$ cat src/hw/rfci_defines.vh
`ifndef RFCI_DEFINES_VH
`define RFCI_DEFINES_VH

// register byte offsets
`define RFCI_ADDR_CTRL      8'h00
`define RFCI_ADDR_STATUS    8'h04
`define RFCI_ADDR_MASK      8'h08
`define RFCI_ADDR_MEAS      8'h0C
`define RFCI_ADDR_TIMEBASE  8'h10

// control fields
`define RFCI_CTRL_REF_RUN   0
`define RFCI_CTRL_SENSE_RUN 1

// status and mask fields
`define RFCI_ST_REF_DONE    0
`define RFCI_ST_SENSE_DONE  1
`define RFCI_ST_MEAS_OVF    2
`define RFCI_ST_TB_OVF      3
`define RFCI_ST_W           4

// counter width and zero value
`define RFCI_CNT_W          20
`define RFCI_CNT_ZERO       20'h00000

// reset values
`define RFCI_RST_STATUS     4'h0
`define RFCI_RST_MASK       4'h0
`define RFCI_RST_CNT        20'h00000

`endif

$ cat src/hw/rfci_irq.v
// Summary of operation
// - measurement counter reaching 00000H halts both counters
// - reference done flag sets on first low-speed clock rise after ref run clears
// - time base counter reaching 00000H halts both counters
// - sensor done flag sets on first low-speed clock rise after sensor run clears
// - overflows end the conversion and set that phase's done flag too
// - interrupt request raised for a set flag whose mask bit is 1
// - mask bit 0 withholds the request even with the flag set
// - writing 1 to a flag clears it
// - writing 1 to ref run starts; device clears it at termination
// - writing 1 to sensor run with ref run 0 starts; device clears it at termination
// - overflow flags set on overflow; cleared on start or write of 1
`include "rfci_defines.vh"

module rfci_irq (
  input  wire        mclk,
  input  wire        nrst,
  input  wire        ce,
  input  wire        lowSpeedOscClock,
  input  wire        measOscClock,
  input  wire        hsel,
  input  wire [31:0] haddr,
  input  wire [1:0]  htrans,
  input  wire        hwrite,
  input  wire [2:0]  hsize,
  input  wire [31:0] hwdata,
  input  wire        hready,
  output wire        hreadyout,
  output wire        hresp,
  output wire [31:0] hrdata,
  output wire        irq
);

  // pin synchronisers, third stage only for edge detection
  reg  [2:0] oscSync_reg;
  reg  [2:0] measSync_reg;
  wire       oscRise;
  wire       measRise;

  always @(posedge mclk) begin
    if (!nrst) begin
      oscSync_reg  <= 3'h0;
      measSync_reg <= 3'h0;
    end else if (ce) begin
      oscSync_reg  <= {oscSync_reg[1:0], lowSpeedOscClock};
      measSync_reg <= {measSync_reg[1:0], measOscClock};
    end
  end

  assign oscRise  = oscSync_reg[1] && !oscSync_reg[2];
  assign measRise = measSync_reg[1] && !measSync_reg[2];

  // bus slave, zero wait states
  reg        dpValid_reg;
  reg        dpWrite_reg;
  reg  [7:0] dpAddr_reg;
  reg [31:0] rdata_reg;
  wire       apTake;
  wire       wrEn;

  assign apTake    = hsel && htrans[1] && hready;
  assign wrEn      = dpValid_reg && dpWrite_reg;
  assign hreadyout = 1'b1;
  assign hresp     = 1'b0;
  assign hrdata    = rdata_reg;

  wire wrCtrl   = wrEn && (dpAddr_reg == `RFCI_ADDR_CTRL);
  wire wrStatus = wrEn && (dpAddr_reg == `RFCI_ADDR_STATUS);
  wire wrMask   = wrEn && (dpAddr_reg == `RFCI_ADDR_MASK);
  wire wrMeas   = wrEn && (dpAddr_reg == `RFCI_ADDR_MEAS);
  wire wrTb     = wrEn && (dpAddr_reg == `RFCI_ADDR_TIMEBASE);

  // conversion state
  reg                    refRun_reg;
  reg                    senseRun_reg;
  reg                    refPend_reg;
  reg                    sensePend_reg;
  reg  [`RFCI_ST_W-1:0]  status_reg;
  reg  [`RFCI_ST_W-1:0]  mask_reg;
  wire [`RFCI_CNT_W-1:0] measValue;
  wire [`RFCI_CNT_W-1:0] tbValue;
  wire                   measZero;
  wire                   tbZero;
  wire                   running;

  assign running = refRun_reg || senseRun_reg;

  wire startRef   = wrCtrl && !running && hwdata[`RFCI_CTRL_REF_RUN];
  wire startSense = wrCtrl && !running && !hwdata[`RFCI_CTRL_REF_RUN]
                    && hwdata[`RFCI_CTRL_SENSE_RUN];

  // counters step only while a conversion runs
  rfci_counter uMeas (
    .mclk      (mclk),
    .nrst      (nrst),
    .ce        (ce),
    .load      (wrMeas),
    .loadValue (hwdata[`RFCI_CNT_W-1:0]),
    .step      (running && measRise),
    .countUp   (1'b1),
    .value     (measValue),
    .hitZero   (measZero)
  );

  rfci_counter uTimebase (
    .mclk      (mclk),
    .nrst      (nrst),
    .ce        (ce),
    .load      (wrTb),
    .loadValue (hwdata[`RFCI_CNT_W-1:0]),
    .step      (running && oscRise),
    .countUp   (senseRun_reg),
    .value     (tbValue),
    .hitZero   (tbZero)
  );

  // termination conditions
  wire refEnd     = refRun_reg && (measZero || tbZero);
  wire senseEnd   = senseRun_reg && (measZero || tbZero);
  wire measOvfEvt = senseRun_reg && measZero;
  wire tbOvfEvt   = refRun_reg && tbZero;

  // done flags wait for the next low-speed clock rise after run clears
  wire refSet   = refPend_reg && oscRise;
  wire senseSet = sensePend_reg && oscRise;

  wire [`RFCI_ST_W-1:0] setVec;
  wire [`RFCI_ST_W-1:0] clrVec;
  wire [`RFCI_ST_W-1:0] startClr;

  assign setVec   = {tbOvfEvt, measOvfEvt, senseSet, refSet};
  assign startClr = (startRef || startSense) ? 4'hC : 4'h0;
  assign clrVec   = (wrStatus ? hwdata[`RFCI_ST_W-1:0] : 4'h0) | startClr;

  always @(posedge mclk) begin
    if (!nrst) begin
      refRun_reg    <= 1'b0;
      senseRun_reg  <= 1'b0;
      refPend_reg   <= 1'b0;
      sensePend_reg <= 1'b0;
      status_reg    <= `RFCI_RST_STATUS;
      mask_reg      <= `RFCI_RST_MASK;
    end else if (ce) begin
      if (startRef) begin
        refRun_reg <= 1'b1;
      end else if (refEnd) begin
        refRun_reg <= 1'b0;
      end
      if (startSense) begin
        senseRun_reg <= 1'b1;
      end else if (senseEnd) begin
        senseRun_reg <= 1'b0;
      end
      if (refEnd) begin
        refPend_reg <= 1'b1;
      end else if (refSet) begin
        refPend_reg <= 1'b0;
      end
      if (senseEnd) begin
        sensePend_reg <= 1'b1;
      end else if (senseSet) begin
        sensePend_reg <= 1'b0;
      end
      status_reg <= (status_reg & ~clrVec) | setVec;
      if (wrMask) begin
        mask_reg <= hwdata[`RFCI_ST_W-1:0];
      end
    end
  end

  assign irq = |(status_reg & mask_reg);

  // address phase capture and read data
  reg [31:0] rdNext;

  always @* begin
    case (haddr[7:0])
      `RFCI_ADDR_CTRL:     rdNext = {30'h0, senseRun_reg, refRun_reg};
      `RFCI_ADDR_STATUS:   rdNext = {28'h0000000, status_reg};
      `RFCI_ADDR_MASK:     rdNext = {28'h0000000, mask_reg};
      `RFCI_ADDR_MEAS:     rdNext = {12'h000, measValue};
      `RFCI_ADDR_TIMEBASE: rdNext = {12'h000, tbValue};
      default:             rdNext = 32'h00000000;
    endcase
  end

  always @(posedge mclk) begin
    if (!nrst) begin
      dpValid_reg <= 1'b0;
      dpWrite_reg <= 1'b0;
      dpAddr_reg  <= 8'h00;
      rdata_reg   <= 32'h00000000;
    end else if (ce) begin
      if (hready) begin
        dpValid_reg <= apTake && (haddr[31:8] == 24'h000000);
        dpWrite_reg <= hwrite;
        dpAddr_reg  <= haddr[7:0];
      end
      if (apTake && !hwrite) begin
        rdata_reg <= (haddr[31:8] == 24'h000000) ? rdNext : 32'h00000000;
      end
    end
  end

endmodule // rfci_irq

$ cat src/hw/rfci_counter.v
`include "rfci_defines.vh"

// loadable 20-bit up/down counter, flags arrival at zero
module rfci_counter (
  input  wire                    mclk,
  input  wire                    nrst,
  input  wire                    ce,
  input  wire                    load,
  input  wire [`RFCI_CNT_W-1:0]  loadValue,
  input  wire                    step,
  input  wire                    countUp,
  output wire [`RFCI_CNT_W-1:0]  value,
  output wire                    hitZero
);

  reg  [`RFCI_CNT_W-1:0] cnt_reg;
  wire [`RFCI_CNT_W-1:0] cnt_next;

  assign cnt_next = countUp ? cnt_reg + 20'h00001 : cnt_reg - 20'h00001;
  assign hitZero  = step && !load && (cnt_next == `RFCI_CNT_ZERO);
  assign value    = cnt_reg;

  always @(posedge mclk) begin
    if (!nrst) begin
      cnt_reg <= `RFCI_RST_CNT;
    end else if (ce) begin
      if (load) begin
        cnt_reg <= loadValue;
      end else if (step) begin
        cnt_reg <= cnt_next;
      end
    end
  end

endmodule // rfci_counter

$ cat config.mk
export PLATFORM = sky130hd
export DESIGN_NAME = rfci_irq
export DESIGN_NICKNAME = d
export VERILOG_FILES = /design/src/hw/rfci_irq.v /design/src/hw/rfci_counter.v
export VERILOG_INCLUDE_DIRS = /design/src /design/src/hw
export SDC_FILE = /design/constraint.sdc
export NUM_CORES = 1
export LEC_CHECK = 0
export BUFFER_PORTS_ARGS = -buffer_cell sky130_fd_sc_hd__buf_2
export CAP_MARGIN = 20
export CORE_AREA = 3 3 107 109
export CTS_BUF_LIST = sky130_fd_sc_hd__clkbuf_16
export CTS_CLUSTER_DIAMETER = 200
export CTS_CLUSTER_SIZE = 28
export DETAILED_ROUTE_END_ITERATION = 16
export DIE_AREA = 0 0 110 112
export PLACE_DENSITY = 0.78
export SYNTH_ARGS = -nofsm -noshare
export SYNTH_HDL_FRONTEND = slang
export SYNTH_SLANG_ARGS = --single-unit
$ cat constraint.sdc
create_clock -name mclk -period 7.4 [get_ports mclk]
set_input_delay 0.37 -clock mclk [delete_from_list [all_inputs] [get_ports mclk]]
set_output_delay 0.37 -clock mclk [all_outputs]
set_load 0.02 [all_outputs]
==> impl_metrics.env <==
export IMPL_grt_pass1_vias=5225
export IMPL_cts_tree="done"
export IMPL_min_period_over_period=0.5776
export IMPL_critical_path_startpoint_type="flip-flop"
export IMPL_setup_worst_path_end_class="flip-flop"
export IMPL_number_of_filler_instances_in_the_final_layout=952
export IMPL_groute_usage_overall=0.2620
export IMPL_final_max_slew_violation_count=0
export IMPL_holdPathEnd="oscSync_reg[0]"
export IMPL_maxSlewHeadroom=0.4604
export IMPL_prevailing_post_synth_register_cell="dfxtp_1"
export IMPL_worstPathRequired_ns=7.64
export IMPL_row_count=38
export IMPL_timing_critical_path_arrival_ns=4.51
export IMPL_totalWireLength_mm=16.05
export IMPL_total_power_uw=1026
export IMPL_ff_latch_area_um2=1762
export IMPL_synthDistinctLibCells=68
export IMPL_cts_buffer_depth=2
export IMPL_depth_of_the_most_critical_reg_to_reg_path=12
export IMPL_worst_ir_drop_vdd_v=0.0001142
export IMPL_number_of_gates_resized_after_cts=0
export IMPL_syn_instance_count=744
export IMPL_multiInputGateArea_um2=3775
export IMPL_die_area_um2=12320
export IMPL_cts_hold_buffers=0
export IMPL_tmin_final_ns=4.274
export IMPL_final_setup_tns_ns=0
export IMPL_critPathBufInv=1
export IMPL_gp_routability_congestion=0.9452
export IMPL_avgSynthCellArea_um2=7.776
export IMPL_power_density_cell_area_nw_per_um2=157.5
export IMPL_holdPathStages=3
export IMPL_synth_edff_count=0
export IMPL_num_io_pins=112
export IMPL_placeableCoreArea_um2=10700
export IMPL_hold_violations=0
export IMPL_worst_hold_path_type="input port to flip-flop"
export IMPL_ys_warn_count=0
export IMPL_post_cts_repair_setup_buffers=0
export IMPL_design_final_nets=892
export IMPL_dp_final_hpwl_mm=11.65
export IMPL_place_port_buffers=81
export IMPL_tightest_slew_ns=0.8085
export IMPL_setup_worst_path_class="flip-flop to flip-flop"
export IMPL_drtIter0Drc=467
export IMPL_ys_seq_elements=88
export IMPL_regToRegStartpoint="senseRun_reg"
export IMPL_detail_route_vias_per_cell=6.028
export IMPL_dr_pass1_iters=6
export IMPL_grt_antenna_before_repair=0
export IMPL_cp_max_fo=20
export IMPL_max_clock_freq_mhz=233.9
export IMPL_grt_setup_unrepaired="false"
export IMPL_global_route_wire_length_before_repair_mm=25.92
export IMPL_drc=0
export IMPL_setup_reg_to_reg_worst_slack_ns=3.13
export IMPL_chipWidth_um=110
export IMPL_path_cells="inv_1 > ha_1 > a211oi_2 > o21bai_1 > o32ai_1 > o311ai_0 > a221o_1 > a21oi_1 > xnor2_1 > a41oi_1 > o21a_1 > a22o_1"
export IMPL_dp_cells=921
export IMPL_fin_worst_skew_ns=0.01069
export IMPL_cts_sinks=88
export IMPL_cap_violations=0
export IMPL_cts_clk_slew_worst_paths_ns=0.07
export IMPL_drive_above_1_share=0.1466
export IMPL_h_tree_depth=3
export IMPL_antenna_violating_nets_left=0
export IMPL_synth_cell_area_um2=5786
export IMPL_timing_critical_path_max_delay_family="compound AO/OA/AOI/OAI gates"
export IMPL_synth_yosys_seq_area_share=0.3045
export IMPL_drt_wirelength_per_cell_um=17.11
export IMPL_num_antenna_cells=0
export IMPL_cpPeakStageDelay_ns=0.51
export IMPL_outcome="finished, final reports clean"
export IMPL_gr_total_overflow=0
export IMPL_synth_async_reset_ratio=0
export IMPL_critPathSlowestCell="dfxtp_1"
export IMPL_total_setup_violations_reported_at_the_end_of_the_flow=0
export IMPL_fin_worst_hold_slack_ns=0.2835
export IMPL_grt_start_max_net_pins=91
export IMPL_final_cell_count_no_fill=938
export IMPL_clock_root_buffer_master="clkbuf_16"
export IMPL_die_h_um=112
export IMPL_area_growth_synth_to_final_pct=12.59
export IMPL_numCtsBuffers=9
export IMPL_insertion_delay_ns=0.35
export IMPL_holdCritStartpoint="lowSpeedOscClock"
export IMPL_r2r_end="senseRun_reg"
export IMPL_initial_core_util=0.5408
export IMPL_num_vias=5654
export IMPL_leakage_uw=0.002646
-- cell type report --
class,count,share of cell area
multi-input cells,601,0.5795
flip-flops and latches,88,0.2705
repair buffers,87,0.07030
clock buffers,9,0.03458
well taps,140,0.02689
clock inverters,7,0.01479
inverters,6,0.003458
-- logic make-up after synthesis --
family,synth area share
and+or+nand+nor,0.2608
AOI/OAI and AO/OA,0.2509
DFF,0.3045
buffers and inverters,0.05320
muxes,0.04866
adders and majority gates,0.04888
xor gates and xnor gates,0.03179
other,0.001298
-- layer usage --
metal,track usage,wire [um]
met2,0.4106,7392
met4,0.07814,248
met1,0.3715,7005
met3,0.03710,1401
met5,0,0
-- worst max path at each step --
| stage | startpoint | endpoint | slack (ns) | cells past startpoint |
|---|---|---|---|---|
| after floorplan | senseRun_reg | senseRun_reg | 3.97 | 13 |
| after global placement | senseRun_reg | refRun_reg | 3.27 | 12 |
| after detailed placement | senseRun_reg | refRun_reg | 3.15 | 12 |
| after CTS | senseRun_reg | senseRun_reg | 3.15 | 12 |
| after global routing | senseRun_reg | refRun_reg | 2.84 | 12 |
| final | senseRun_reg | senseRun_reg | 3.13 | 12 |
-- power by group --
group,switching (uW),internal [uW]
Clock,196,296
Combinational,34.0,19.8
Sequential,2.72,477
-- per-stage QoR --
step | util | setup WS [ns] | area, um^2
3_3_place_gp | 0.5774 | 3.270 | 6177
2_1_floorplan | - | 3.975 | 5831
5_1_grt | 0.6089 | 2.843 | 6514
4_1_cts | 0.6075 | 3.147 | 6499
3_5_place_dp | 0.5774 | 3.149 | 6177
6_report | 0.6089 | 3.126 | 6514
-- cell usage in the layout, fill, tap and decap left out, drive strengths merged, types with 3 or more instances in the layout --
cell type	netlist	final
nor2b	18	18
o22ai	3	3
or4	5	5
o21ai	74	74
inv	6	8
o31ai	3	3
a22oi	25	25
o21a	6	6
a41oi	3	3
a21oi	38	38
a21boi	15	15
xor2	9	9
nand4	7	7
a221oi	3	3
clkbuf	41	9
conb	2	14
and2	42	42
nand2b	3	3
nor3b	6	6
nor4	11	11
dfxtp	88	88
and3	12	12
xnor2	12	12
buf	20	87
nand3	23	23
nor2	38	38
nand3b	3	3
or2	3	3
a31oi	8	8
o21bai	3	3
ha	21	21
nand2	97	97
mux2i	27	27
o211a	13	13
nor3	20	20
a21o	8	8
-- Yosys cell counts, types with 5 or more instances --
master     n  area (um^2)
nand2_1   97        364.1
dfxtp_1   88         1762
o21ai_0   73        365.4
and2_1    42        262.8
clkbuf_1  41        153.9
a21oi_1   38        190.2
nor2_1    38        142.6
mux2i_1   27        270.3
a22oi_1   25        187.7
nand3_1   23        115.1
ha_1      21        262.8
nor3_1    19        95.09
nor2b_1   18        112.6
a21boi_0  14        105.1
buf_4     14        105.1
o211a_1   13        130.1
and3_1    12        75.07
xnor2_1   12        105.1
nor4_1    11        68.82
xor2_1     9        78.83
a21o_1     8        60.06
a31oi_1    7        43.79
inv_1      6        22.52
nand4_1    6        37.54
nor3b_1    6        45.04
o21a_1     6        45.04
or4_1      5        37.54
-- worst register-to-register path, stage by stage, from the launching register on --
cell      delay [ns]
dfxtp_1         0.51
inv_1           0.45
ha_1            0.49
a211oi_2        0.22
o21bai_1        0.14
o32ai_1         0.50
o311ai_0        0.30
a221o_1         0.37
a21oi_1         0.21
xnor2_1         0.20
a41oi_1         0.28
o21a_1          0.28
a22o_1          0.23
(Power assumes the default switching activity.)
